`config.mk`:
```
export PLATFORM = sky130hd
export DESIGN_NAME = tbk_timer_bank
export DESIGN_NICKNAME = d
export VERILOG_FILES = /design/src/verilog/tbk_pkg.sv /design/src/verilog/tbk_base_div.sv /design/src/verilog/tbk_countdown.sv /design/src/verilog/tbk_timer_bank.sv
export SDC_FILE = /design/constraint.sdc
export NUM_CORES = 1
export LEC_CHECK = 0
export BUFFER_PORTS_ARGS = -buffer_cell sky130_fd_sc_hd__buf_4
export CAP_MARGIN = 20
export CORE_UTILIZATION = 66
export DETAILED_ROUTE_END_ITERATION = 6
export MAX_ROUTING_LAYER = met4
export PLACE_DENSITY = 0.92
export SYNTH_ARGS = -nofsm -noshare
export SYNTH_HDL_FRONTEND = slang
export SYNTH_HIERARCHICAL = 1
export SYNTH_SLANG_ARGS = --single-unit
```
`constraint.sdc`:
```
create_clock -name clk -period 9.02 [get_ports clk]
set_clock_uncertainty 0.05 [all_clocks]
set_input_delay 1.804 -clock clk [delete_from_list [all_inputs] [get_ports clk]]
set_output_delay 1.804 -clock clk [all_outputs]
set_load 0.05 [all_outputs]
```
`src/verilog/tbk_pkg.sv`:
```
package tbk_pkg;

	// Register port widths
	localparam int ADDR_W = 8;
	localparam int DATA_W = 8;

	// Register offsets on the register port
	localparam logic [7:0] OFS_STATUS_CTRL = 8'hA0;
	localparam logic [7:0] OFS_CONTROL = 8'hA4;
	localparam logic [7:0] OFS_RELOAD_PRE = 8'hA3;
	localparam logic [7:0] OFS_RELOAD_BAUD0 = 8'hA9;
	localparam logic [7:0] OFS_RELOAD_BAUD1 = 8'hAB;
	localparam logic [7:0] OFS_RELOAD_BAUD2 = 8'hAD;
	localparam logic [7:0] OFS_RELOAD_BAUD3 = 8'hAF;

	// Fields of timer_bank_status_control
	localparam int BIT_GATE = 0;
	localparam int BIT_FLAG_PRE = 1;
	localparam int BIT_FLAG_BAUD0 = 4;

	// Fields of the control register
	localparam int BIT_LEVEL_LO = 0;
	localparam int BIT_SRC_BAUD0 = 4;

	// Reset values
	localparam logic RST_GATE = 1'b0;
	localparam logic [4:0] RST_FLAGS = 5'h00;
	localparam logic [4:0] RST_IRQ_EN = 5'h00;
	localparam logic [1:0] RST_LEVEL = 2'h0;
	localparam logic [3:0] RST_SRC = 4'h0;
	localparam logic [7:0] RST_RELOAD = 8'h00;
	localparam logic [7:0] RST_COUNT = 8'h00;

	// Timing: peripheral clock and the halved base clock of the bank
	localparam int CLK_PERIOD_NS = 10;
	localparam int BASE_PERIOD_NS = 20;
	localparam int BASE_DIV_CYC = (BASE_PERIOD_NS + CLK_PERIOD_NS - 1) / CLK_PERIOD_NS;

	// Interrupt level codes
	typedef enum logic [1:0] {
		TBK_LVL_OFF = 2'h0,
		TBK_LVL_1 = 2'h1,
		TBK_LVL_2 = 2'h2,
		TBK_LVL_3 = 2'h3
	} tbk_level_e;

	// One register port request
	typedef struct packed {
		logic [ADDR_W-1:0] addr;
		logic [DATA_W-1:0] wdata;
		logic wr;
		logic rd;
	} tbk_bus_s;

endpackage

```
`src/verilog/tbk_base_div.sv`:
```
module tbk_base_div #(
	parameter int DIV = tbk_pkg::BASE_DIV_CYC
) (
	input wire logic clk,
	input wire logic nrst,
	input wire logic ce,
	input wire logic gate,
	output logic tick
);

	logic [7:0] phase_q;

	// Phase restarts whenever the gate is off so the first tick after enabling is a full base period away
	always_ff @(posedge clk or negedge nrst)
	begin
		if (!nrst)
			phase_q <= 8'h00;
		else if (ce)
		begin
			if (!gate || phase_q == 8'(DIV - 1))
				phase_q <= 8'h00;
			else
				phase_q <= phase_q + 8'h01;
		end
	end

	// One clk-wide strobe per base period, marking the trailing edge of a base pulse
	assign tick = ce && gate && (phase_q == 8'(DIV - 1));

endmodule

```
`src/verilog/tbk_countdown.sv`:
```
module tbk_countdown #(
	parameter int W = 8,
	parameter int PULSE_CYC = tbk_pkg::BASE_DIV_CYC
) (
	input wire logic clk,
	input wire logic nrst,
	input wire logic ce,
	input wire logic in_tick,
	input wire logic [W-1:0] reload,
	output logic out_tick,
	output logic out_pulse
);

	logic [W-1:0] count_q;
	logic [7:0] width_q;
	logic at_zero;

	assign at_zero = (count_q == '0);

	// Count moves only when an input pulse ends, the trailing edge of the incoming base pulse
	always_ff @(posedge clk or negedge nrst)
	begin
		if (!nrst)
			count_q <= W'(tbk_pkg::RST_COUNT);
		else if (ce && in_tick)
		begin
			if (at_zero)
				count_q <= reload; // reload is sampled live, so a fresh write shapes the next period
			else
				count_q <= count_q - W'(1);
		end
	end

	// Event strobe to the cascade and status logic, one clk wide, at the reloading input pulse
	assign out_tick = ce && in_tick && at_zero;

	// Visible pulse stretched to one base clock period
	always_ff @(posedge clk or negedge nrst)
	begin
		if (!nrst)
			width_q <= 8'h00;
		else if (ce)
		begin
			if (out_tick)
				width_q <= 8'(PULSE_CYC);
			else if (width_q != 8'h00)
				width_q <= width_q - 8'h01;
		end
	end

	assign out_pulse = (width_q != 8'h00);

endmodule

```
`src/verilog/tbk_timer_bank.sv`:
```
// The register addresses and the plain strobed port were left to the implementer.
module tbk_timer_bank #(
	parameter int CNT_W = 8,
	parameter int N_BAUD = 4
) (
	input wire logic clk,
	input wire logic nrst,
	input wire logic ce,
	input wire tbk_pkg::tbk_bus_s bus,
	output logic [7:0] rdata,
	output logic prescaler_pulse,
	output logic [N_BAUD-1:0] baud_clk,
	output logic irq,
	output tbk_pkg::tbk_level_e irq_level
);

	// Software state
	logic gate_q;
	logic [N_BAUD:0] irq_en_q;
	logic [1:0] level_q;
	logic [N_BAUD-1:0] src_q;
	logic [CNT_W-1:0] reload_pre_q;
	logic [CNT_W-1:0] reload_baud_q [N_BAUD];

	// Event state
	logic [N_BAUD:0] flag_q;
	logic [N_BAUD:0] flag_d;
	logic [7:0] rdata_q;

	// Internal strobes
	logic base_tick;
	logic pre_tick;
	logic [N_BAUD-1:0] baud_in_tick;
	logic [N_BAUD-1:0] baud_tick;
	logic [N_BAUD:0] events;
	logic status_read;
	logic status_write;
	logic control_write;

	// Address of the reload register of baud timer idx; used by the write path only, the read decode ignores it
	function automatic logic [7:0] baud_reload_ofs(input int idx);
		logic [7:0] ofs;
		case (idx)
			0: ofs = tbk_pkg::OFS_RELOAD_BAUD0;
			1: ofs = tbk_pkg::OFS_RELOAD_BAUD1;
			2: ofs = tbk_pkg::OFS_RELOAD_BAUD2;
			3: ofs = tbk_pkg::OFS_RELOAD_BAUD3;
			default: ofs = tbk_pkg::OFS_RELOAD_PRE;
		endcase
		return ofs;
	endfunction

	// Status byte as software sees it; bits 2 and 3 and the write-only gate read as zero
	function automatic logic [7:0] status_image(input logic [N_BAUD:0] flags);
		logic [7:0] img;
		img = 8'h00;
		img[tbk_pkg::BIT_FLAG_PRE] = flags[0];
		for (int i = 0; i < N_BAUD; i++)
			img[tbk_pkg::BIT_FLAG_BAUD0 + i] = flags[i + 1];
		return img;
	endfunction

	// Strobe decode; a strobe that meets a low clock enable is dropped
	assign status_read = ce && bus.rd && (bus.addr == tbk_pkg::OFS_STATUS_CTRL);
	assign status_write = ce && bus.wr && (bus.addr == tbk_pkg::OFS_STATUS_CTRL);
	assign control_write = ce && bus.wr && (bus.addr == tbk_pkg::OFS_CONTROL);

	// Clock gate and interrupt enables share one write
	always_ff @(posedge clk or negedge nrst)
	begin
		if (!nrst)
		begin
			gate_q <= tbk_pkg::RST_GATE;
			irq_en_q <= (N_BAUD + 1)'(tbk_pkg::RST_IRQ_EN);
		end
		else if (status_write)
		begin
			gate_q <= bus.wdata[tbk_pkg::BIT_GATE];
			irq_en_q[0] <= bus.wdata[tbk_pkg::BIT_FLAG_PRE];
			irq_en_q[N_BAUD:1] <= bus.wdata[tbk_pkg::BIT_FLAG_BAUD0 +: N_BAUD];
		end
	end

	// Interrupt level and baud source selects
	always_ff @(posedge clk or negedge nrst)
	begin
		if (!nrst)
		begin
			level_q <= tbk_pkg::RST_LEVEL;
			src_q <= N_BAUD'(tbk_pkg::RST_SRC);
		end
		else if (control_write)
		begin
			level_q <= bus.wdata[tbk_pkg::BIT_LEVEL_LO +: 2];
			src_q <= bus.wdata[tbk_pkg::BIT_SRC_BAUD0 +: N_BAUD];
		end
	end

	// Prescaler reload; writes land at once, even mid-count
	always_ff @(posedge clk or negedge nrst)
	begin
		if (!nrst)
			reload_pre_q <= CNT_W'(tbk_pkg::RST_RELOAD);
		else if (ce && bus.wr && bus.addr == tbk_pkg::OFS_RELOAD_PRE)
			reload_pre_q <= bus.wdata[CNT_W-1:0];
	end

	// Base pulse stream at half the peripheral clock, stopped while the gate is off
	tbk_base_div #(
		.DIV(tbk_pkg::BASE_DIV_CYC)
	) u_base (
		.clk(clk),
		.nrst(nrst),
		.ce(ce),
		.gate(gate_q),
		.tick(base_tick)
	);

	// Prescaler timer, always fed from the base stream
	tbk_countdown #(
		.W(CNT_W),
		.PULSE_CYC(tbk_pkg::BASE_DIV_CYC)
	) u_prescaler (
		.clk(clk),
		.nrst(nrst),
		.ce(ce),
		.in_tick(base_tick),
		.reload(reload_pre_q),
		.out_tick(pre_tick),
		.out_pulse(prescaler_pulse)
	);

	// Baud timers; timer i drives serial port i, A first
	generate
		for (genvar i = 0; i < N_BAUD; i++)
		begin : g_baud
			// Reload register of this timer
			always_ff @(posedge clk or negedge nrst)
			begin
				if (!nrst)
					reload_baud_q[i] <= CNT_W'(tbk_pkg::RST_RELOAD);
				else if (ce && bus.wr && bus.addr == baud_reload_ofs(i))
					reload_baud_q[i] <= bus.wdata[CNT_W-1:0];
			end

			// Cascade select; prescaler events only exist while the gate is on, so gating still holds
			assign baud_in_tick[i] = src_q[i] ? pre_tick : base_tick;

			tbk_countdown #(
				.W(CNT_W),
				.PULSE_CYC(tbk_pkg::BASE_DIV_CYC)
			) u_baud (
				.clk(clk),
				.nrst(nrst),
				.ce(ce),
				.in_tick(baud_in_tick[i]),
				.reload(reload_baud_q[i]),
				.out_tick(baud_tick[i]),
				.out_pulse(baud_clk[i])
			);
		end
	endgenerate

	assign events = {baud_tick, pre_tick};

	// Read clears every flag, but an event in the same cycle is set again so it is never lost
	always_comb
	begin
		flag_d = flag_q;
		if (status_read)
			flag_d = '0;
		flag_d = flag_d | events;
	end

	// Sticky terminal-count flags
	always_ff @(posedge clk or negedge nrst)
	begin
		if (!nrst)
			flag_q <= (N_BAUD + 1)'(tbk_pkg::RST_FLAGS);
		else if (ce)
			flag_q <= flag_d;
	end

	// Read data, valid the cycle after the read strobe and zero otherwise
	always_ff @(posedge clk or negedge nrst)
	begin
		if (!nrst)
			rdata_q <= 8'h00;
		else if (ce)
		begin
			if (status_read)
				rdata_q <= status_image(flag_q);
			else
				rdata_q <= 8'h00; // Other registers are write-only; unmapped reads also give zero
		end
	end

	assign rdata = rdata_q;

	// Single request for the whole bank; it follows the flags, so a flag cleared by a read drops it
	assign irq = (level_q != 2'h0) && |(flag_q & irq_en_q);
	assign irq_level = tbk_pkg::tbk_level_e'(level_q);

endmodule

```
### Yosys cells after proc, flatten, opt, wreduce, memory -nomap -nowiden

Cells that the tools add are included.
Widths: inputs -> output; s select.

* add/subtract/negate cells: 11
* equal/unequal tests: 8
* muxes and demuxes: 22
* bitwise gates (word level): 2
* reduce and logical (&&, ||, !) cells: 47

Operator list (count)
* $mux 8: 17
* $sub 8x1->8 const B: 10
* $eq 8x8->1 const B: 7
* $logic_not 8->1: 5
* $reduce_bool 8->1: 5
* $logic_and 1x1->1: 23
* $reduce_bool 2->1: 6
* $reduce_and 2->1: 5
* $add 8x1->8 const B: 1
* $eq 8x1->1 const B: 1
* $and 5x5->5: 1
* $mux 5: 1
* $or 5x5->5: 1
* $reduce_or 5->1: 1
* $mux 1: 4
* $logic_not 1->1: 1
* $logic_or 1x1->1: 1

* bits in registers: 153
* input port bits: 21
* output and inout bits: 16

### Longest topological paths before layout

* word-level depth: 9
* depth in mapped cells: 12
* gate-level depth less buffers: 11

### Hierarchy

Netlist, hierarchy kept.

By module, submodules not included
* tbk_countdown: instances 5, cells an instance 98, area each 922.1 um^2, sequential area each 400.4 um^2
* tbk_timer_bank: instances 1, cells an instance 169, area each 2607.5 um^2, sequential area each 1551.5 um^2
* tbk_base_div: instances 1, cells an instance 48, area each 470.5 um^2, sequential area each 200.2 um^2

### Worst setup path after synthesis

OpenSTA, ideal clock, no wires.

* kind: input-to-reg
* start: input ce
* end: register g_baud[0].u_baud.count_q[3]
* arrival time: 4371 ps
* data required time: 8818 ps
* setup slack: 4447 ps
* stages on the path: 11
* path through: nor2b_1 nand2_1 nor4_1 nand4b_1 nor4_2 buf_2 mux2_2 nand4b_1 nor4_2 buf_2 a221oi_1

* cells in the longest elaborated chain, start to end: 6

Ends and longest elaborated chain
* start: declaration: line tbk_timer_bank.sv:8 `input wire logic ce,`
* $logic_and 1x1->1 (2 in series): line tbk_base_div.sv:28 `assign tick = ce && gate && (phase_q == 8'(DIV - 1));`
* net base_tick: line tbk_timer_bank.sv:31 `logic base_tick;`
* $logic_and 1x1->1 (2 in series): line tbk_countdown.sv:35 `assign out_tick = ce && in_tick && at_zero;`
* net pre_tick: line tbk_timer_bank.sv:32 `logic pre_tick;`
* $mux 1: line tbk_timer_bank.sv:147 `assign baud_in_tick[i] = src_q[i] ? pre_tick : base_tick;`
* net baud_in_tick[0]: line tbk_timer_bank.sv:33 `logic [N_BAUD-1:0] baud_in_tick;`
* $logic_and 1x1->1: line tbk_countdown.sv:25 `else if (ce && in_tick)`
* end signal: assignment: line tbk_countdown.sv:24 `count_q <= W'(tbk_pkg::RST_COUNT);`
* end signal: assignment: line tbk_countdown.sv:28 `count_q <= reload;`
* end signal: assignment: line tbk_countdown.sv:30 `count_q <= count_q - W'(1);`
* end: declaration: line tbk_countdown.sv:14 `logic [W-1:0] count_q;`

The timed path passes the listed nets, and every way through them passes these cells.
A chain may end at the register's enable or synchronous reset.

### Worst setup path in the final report

* start: input ce
* end: register g_baud[1].u_baud.count_q[3]

* cells in the longest elaborated chain, start to end: 6

Ends and longest elaborated chain (line)
* $logic_and 1x1->1 (2 in series): tbk_base_div.sv:28
* net base_tick: tbk_timer_bank.sv:31
* $logic_and 1x1->1 (2 in series): tbk_countdown.sv:35
* net pre_tick: tbk_timer_bank.sv:32
* $mux 1: tbk_timer_bank.sv:147
* net baud_in_tick[1]: tbk_timer_bank.sv:33
* $logic_and 1x1->1: tbk_countdown.sv:25
* end signal: assignment: tbk_countdown.sv:24
* end signal: assignment: tbk_countdown.sv:28
* end signal: assignment: tbk_countdown.sv:30
* end: declaration: tbk_countdown.sv:14

The timed path passes the listed nets, and every way through them passes these cells.

==> load_flow_metrics.sql <==
INSERT INTO impl_metrics (metric_group, metric, value, unit) VALUES
('outcome', 'outcome', 'complete, no violations', ''),
('power', 'seq_power_share', '43.9', '%'),
('clocking', 'clock_tree.htree_level_count', '4', ''),
('power', 'power.share.combinational', '20.3', '%'),
('floorplanning', 'floorplan.die.height', '110', 'um'),
('clocking', 'post_cts.resized_instances', '0', ''),
('floorplanning', 'ios', '37', ''),
('hold_path', 'timing.hold.worst.class', 'flip-flop to flip-flop', ''),
('placed_design', 'numPortBuffers', '33', ''),
('placed_design', 'dpl_worst_slack', '3.18', 'ns'),
('clocking', 'cts_made_buffers', '17', ''),
('critical_path', 'timing.setup.critical_path_class', 'input pin to flip-flop', ''),
('yosys', 'synth_edf_count', '0', ''),
('clocking', 'cts.clk_slew.worst_paths', '0.07', 'ns'),
('floorplanning', 'placementRows', '39', ''),
('yosys', 'post_synth.cell_area_avg', '10.9', 'um2'),
('timing', 'unrepaired_setup_endpoints_after_global_routing', 'false', ''),
('timing', 'maxSlewHeadroom', '29.2', '%'),
('critical_path', 'timing.critical_path.cells', 'buf_4, nor2b_1, nand2_1, nor4_1, buf_4, nand4b_1, nor4_2, mux2_2, nand4b_1, nor4_2, nor3_1, a221oi_1', ''),
('finish', 'final_layout_size_suffix_gt1_share', '22.8', '%'),
('global_routing', 'grt_pass1_vias', '5847', ''),
('critical_path', 'critical_path_buf_inv_count', '2', ''),
('finish', 'antenna_cells_inserted', '0', ''),
('power', 'power', '2.03', 'mW'),
('drt', 'detail_route.drc_violations', '0', ''),
('clocking', 'cts_tree', 'done', ''),
('power', 'p_int', '1.41', 'mW'),
('timing', 'timing.final.max_slew_violations', '0', ''),
('power', 'leakage', '3.96', 'nW'),
('power', 'power_switching', '0.621', 'mW'),
('critical_path', 'cp_data_required_time', '9.28', 'ns'),
('critical_path', 'timing.critical_path.from_type', 'input pin', ''),
('timing', 'setup_slack_after_layout', '3.69', 'ns'),
('critical_path', 'cpMaxStageDelayCell', 'sky130_fd_sc_hd__nor4_2', ''),
('yosys', 'ys_async_sr_fraction', '100', '%'),
('yosys', 'synth_ff_type', 'sky130_fd_sc_hd__dfrtp_1', ''),
('finish', 'postLayoutCellArea', '8690', 'um2'),
('drt', 'drt_pass1_iterations', '5', ''),
('clocking', 'clock-root-buffer', 'sky130_fd_sc_hd__clkbuf_16', ''),
('finish', 'layout.core_utilization', '76.4', '%'),
('floorplanning', 'die_ar', '12100', 'um2'),
('critical_path', 'worst-path-max-fanout', '73', ''),
('timing', 'timing.fmax', '187', 'MHz'),
('timing', 'worst_hold_slack', '0.454', 'ns'),
('clocking', 'clock_insertion_delay_at_the_later_pin_of_the_skew_report', '0.43', 'ns'),
('global_routing', 'global_route.overflow_total', '0', ''),
('clocking', 'cts.sinks', '150', ''),
('finish', 'final-instance-count-excl-fill', '909', ''),
('finish', 'most-common-layout-cells', 'sky130_fd_sc_hd__dfrtp_1 (150), sky130_fd_sc_hd__nor2_1 (73), sky130_fd_sc_hd__nand2_1 (58), sky130_fd_sc_hd__mux2_2 (42), sky130_fd_sc_hd__buf_4 (35)', ''),
('floorplanning', 'start_util', '67.6', '%'),
('yosys', 'synth_cell_type_count', '60', ''),
('global_routing', 'grt_first_pass_wirelength', '29100', 'um'),
('placed_design', 'place_area', '8060', 'um2'),
('finish', 'area_growth_from_synthesis_to_layout', '13.0', '%'),
('yosys', 'ys_seq_elements', '150', ''),
('power', 'vdd.ir_drop.worst', '0.182', 'mV'),
('run', 'max_cap_violation_count', '0', ''),
('clocking', 'cts_max_path_buffers', '2', ''),
('timing', 'setup_tns_after_final_layout', '0', 'ns'),
('global_routing', 'grtUsageTotal', '33.2', '%'),
('floorplanning', 'core', '11400', 'um2'),
('drt', 'routed_wire_length_per_instance', '20.1', 'um'),
('power', 'power.density_cell_area', '234', 'nW/um2'),
('drt', 'post_drt_via_cell_ratio', '6.58', ''),
('global_routing', 'antenna_found_initial', '0', ''),
('yosys', 'synthesis.instances', '707', ''),
('timing', 'period_share', '59.1', '%'),
('critical_path', 'timing.critical_path.slowest_cell_delay', '0.88', 'ns'),
('finish', 'finish.net_count', '791', ''),
('placed_design', 'place.detailed.hpwl', '11900', 'um'),
('finish', 'layout.cells.most_common', 'sky130_fd_sc_hd__dfrtp_1', '');
-- routing by layer --
layer	wire length (um)	share of wire [%]	global-route usage [%]
met2	9350	51	55.9
met3	989	5.4	5.69
met4	614	3.4	14.0
met1	7370	40	39.5
met5	0	0	-
-- cells by family after synthesis --
kind of cell / synth area share (%)
buffers and inverters: 2.73
XOR/XNOR: 3.19
AO/OA/AOI/OAI: 12.3
AND/OR/NAND/NOR: 21.2
other: 0.0488
adder cells (fa/ha/maj): 2.77
flip-flops: 48.8
multiplexers: 8.89
-- synthesized netlist by cell type, drive strengths merged, types with 6 or more instances --
cell type | number | area share (%)
a21oi | 24 | 1.8
a22oi | 6 | 0.59
a31oi | 10 | 0.81
buf | 12 | 1.1
dfrtp | 150 | 49
ha | 17 | 2.8
inv | 31 | 1.5
mux2 | 56 | 8.9
nand2 | 58 | 2.8
nand3 | 14 | 0.91
nand3b | 6 | 0.59
nand4 | 9 | 0.73
nor2 | 73 | 3.6
nor2b | 6 | 0.49
nor3 | 14 | 1.0
nor4 | 24 | 3.2
nor4b | 10 | 1.1
o21ai | 33 | 2.1
o22ai | 6 | 0.49
o41ai | 6 | 0.93
or2 | 10 | 0.81
or3 | 10 | 0.81
or3b | 6 | 0.68
or4 | 12 | 1.7
xnor2 | 23 | 2.6
-- cell type report --
type / instances / area, um2
well taps: 143 / 179
clock inverters: 12 / 153
clock buffers: 20 / 457
multi-input cells: 514 / 3730
inverters: 31 / 116
flip-flops and latches: 150 / 3750
fillers: 680 / 2680
repair buffers: 39 / 297
-- worst paths after layout --
kind / from / to / slack, ns / depth (start not counted)
worst min-delay path: reload_baud_q[5] / g_baud[3].u_baud/count_q[5] / 0.45 / 1
worst min register to register: reload_baud_q[5] / g_baud[3].u_baud/count_q[5] / 0.45 / 1
worst max-delay path: ce / g_baud[1].u_baud/count_q[3] / 3.69 / 12
max in group asynchronous: nrst / reload_baud_q[25] / 6.28 / 2
min in group asynchronous: nrst / g_baud[1].u_baud/width_q[7] / 1.39 / 1
worst max register to register: u_base/phase_q[1] / g_baud[1].u_baud/count_q[3] / 4.81 / 12
-- sequential cells by signal (all words and copies together) (netlist names) --
name and cells:
g_baud.u_baud/width_q 32, u_prescaler/count_q 8, irq_en_q 5, u_prescaler/width_q 8
u_base/phase_q 8, rdata 5, gate_q 1, g_baud.u_baud/count_q 32
reload_pre_q 8, irq_level 2, flag_q 5, src_q 4
reload_baud_q 32
-- power by group through the flow --
stage | Combinational [mW] | Clock (mW) | Sequential (mW)
finish | 0.413 | 0.726 | 0.893
floorplan | 0.315 | 0 | 0.867
detailed placement | 0.407 | 0 | 0.898
CTS | 0.413 | 0.733 | 0.890
global placement | 0.376 | 0 | 0.885
global route | 0.464 | 0.763 | 0.906
Power figures use the tool's default switching activity.
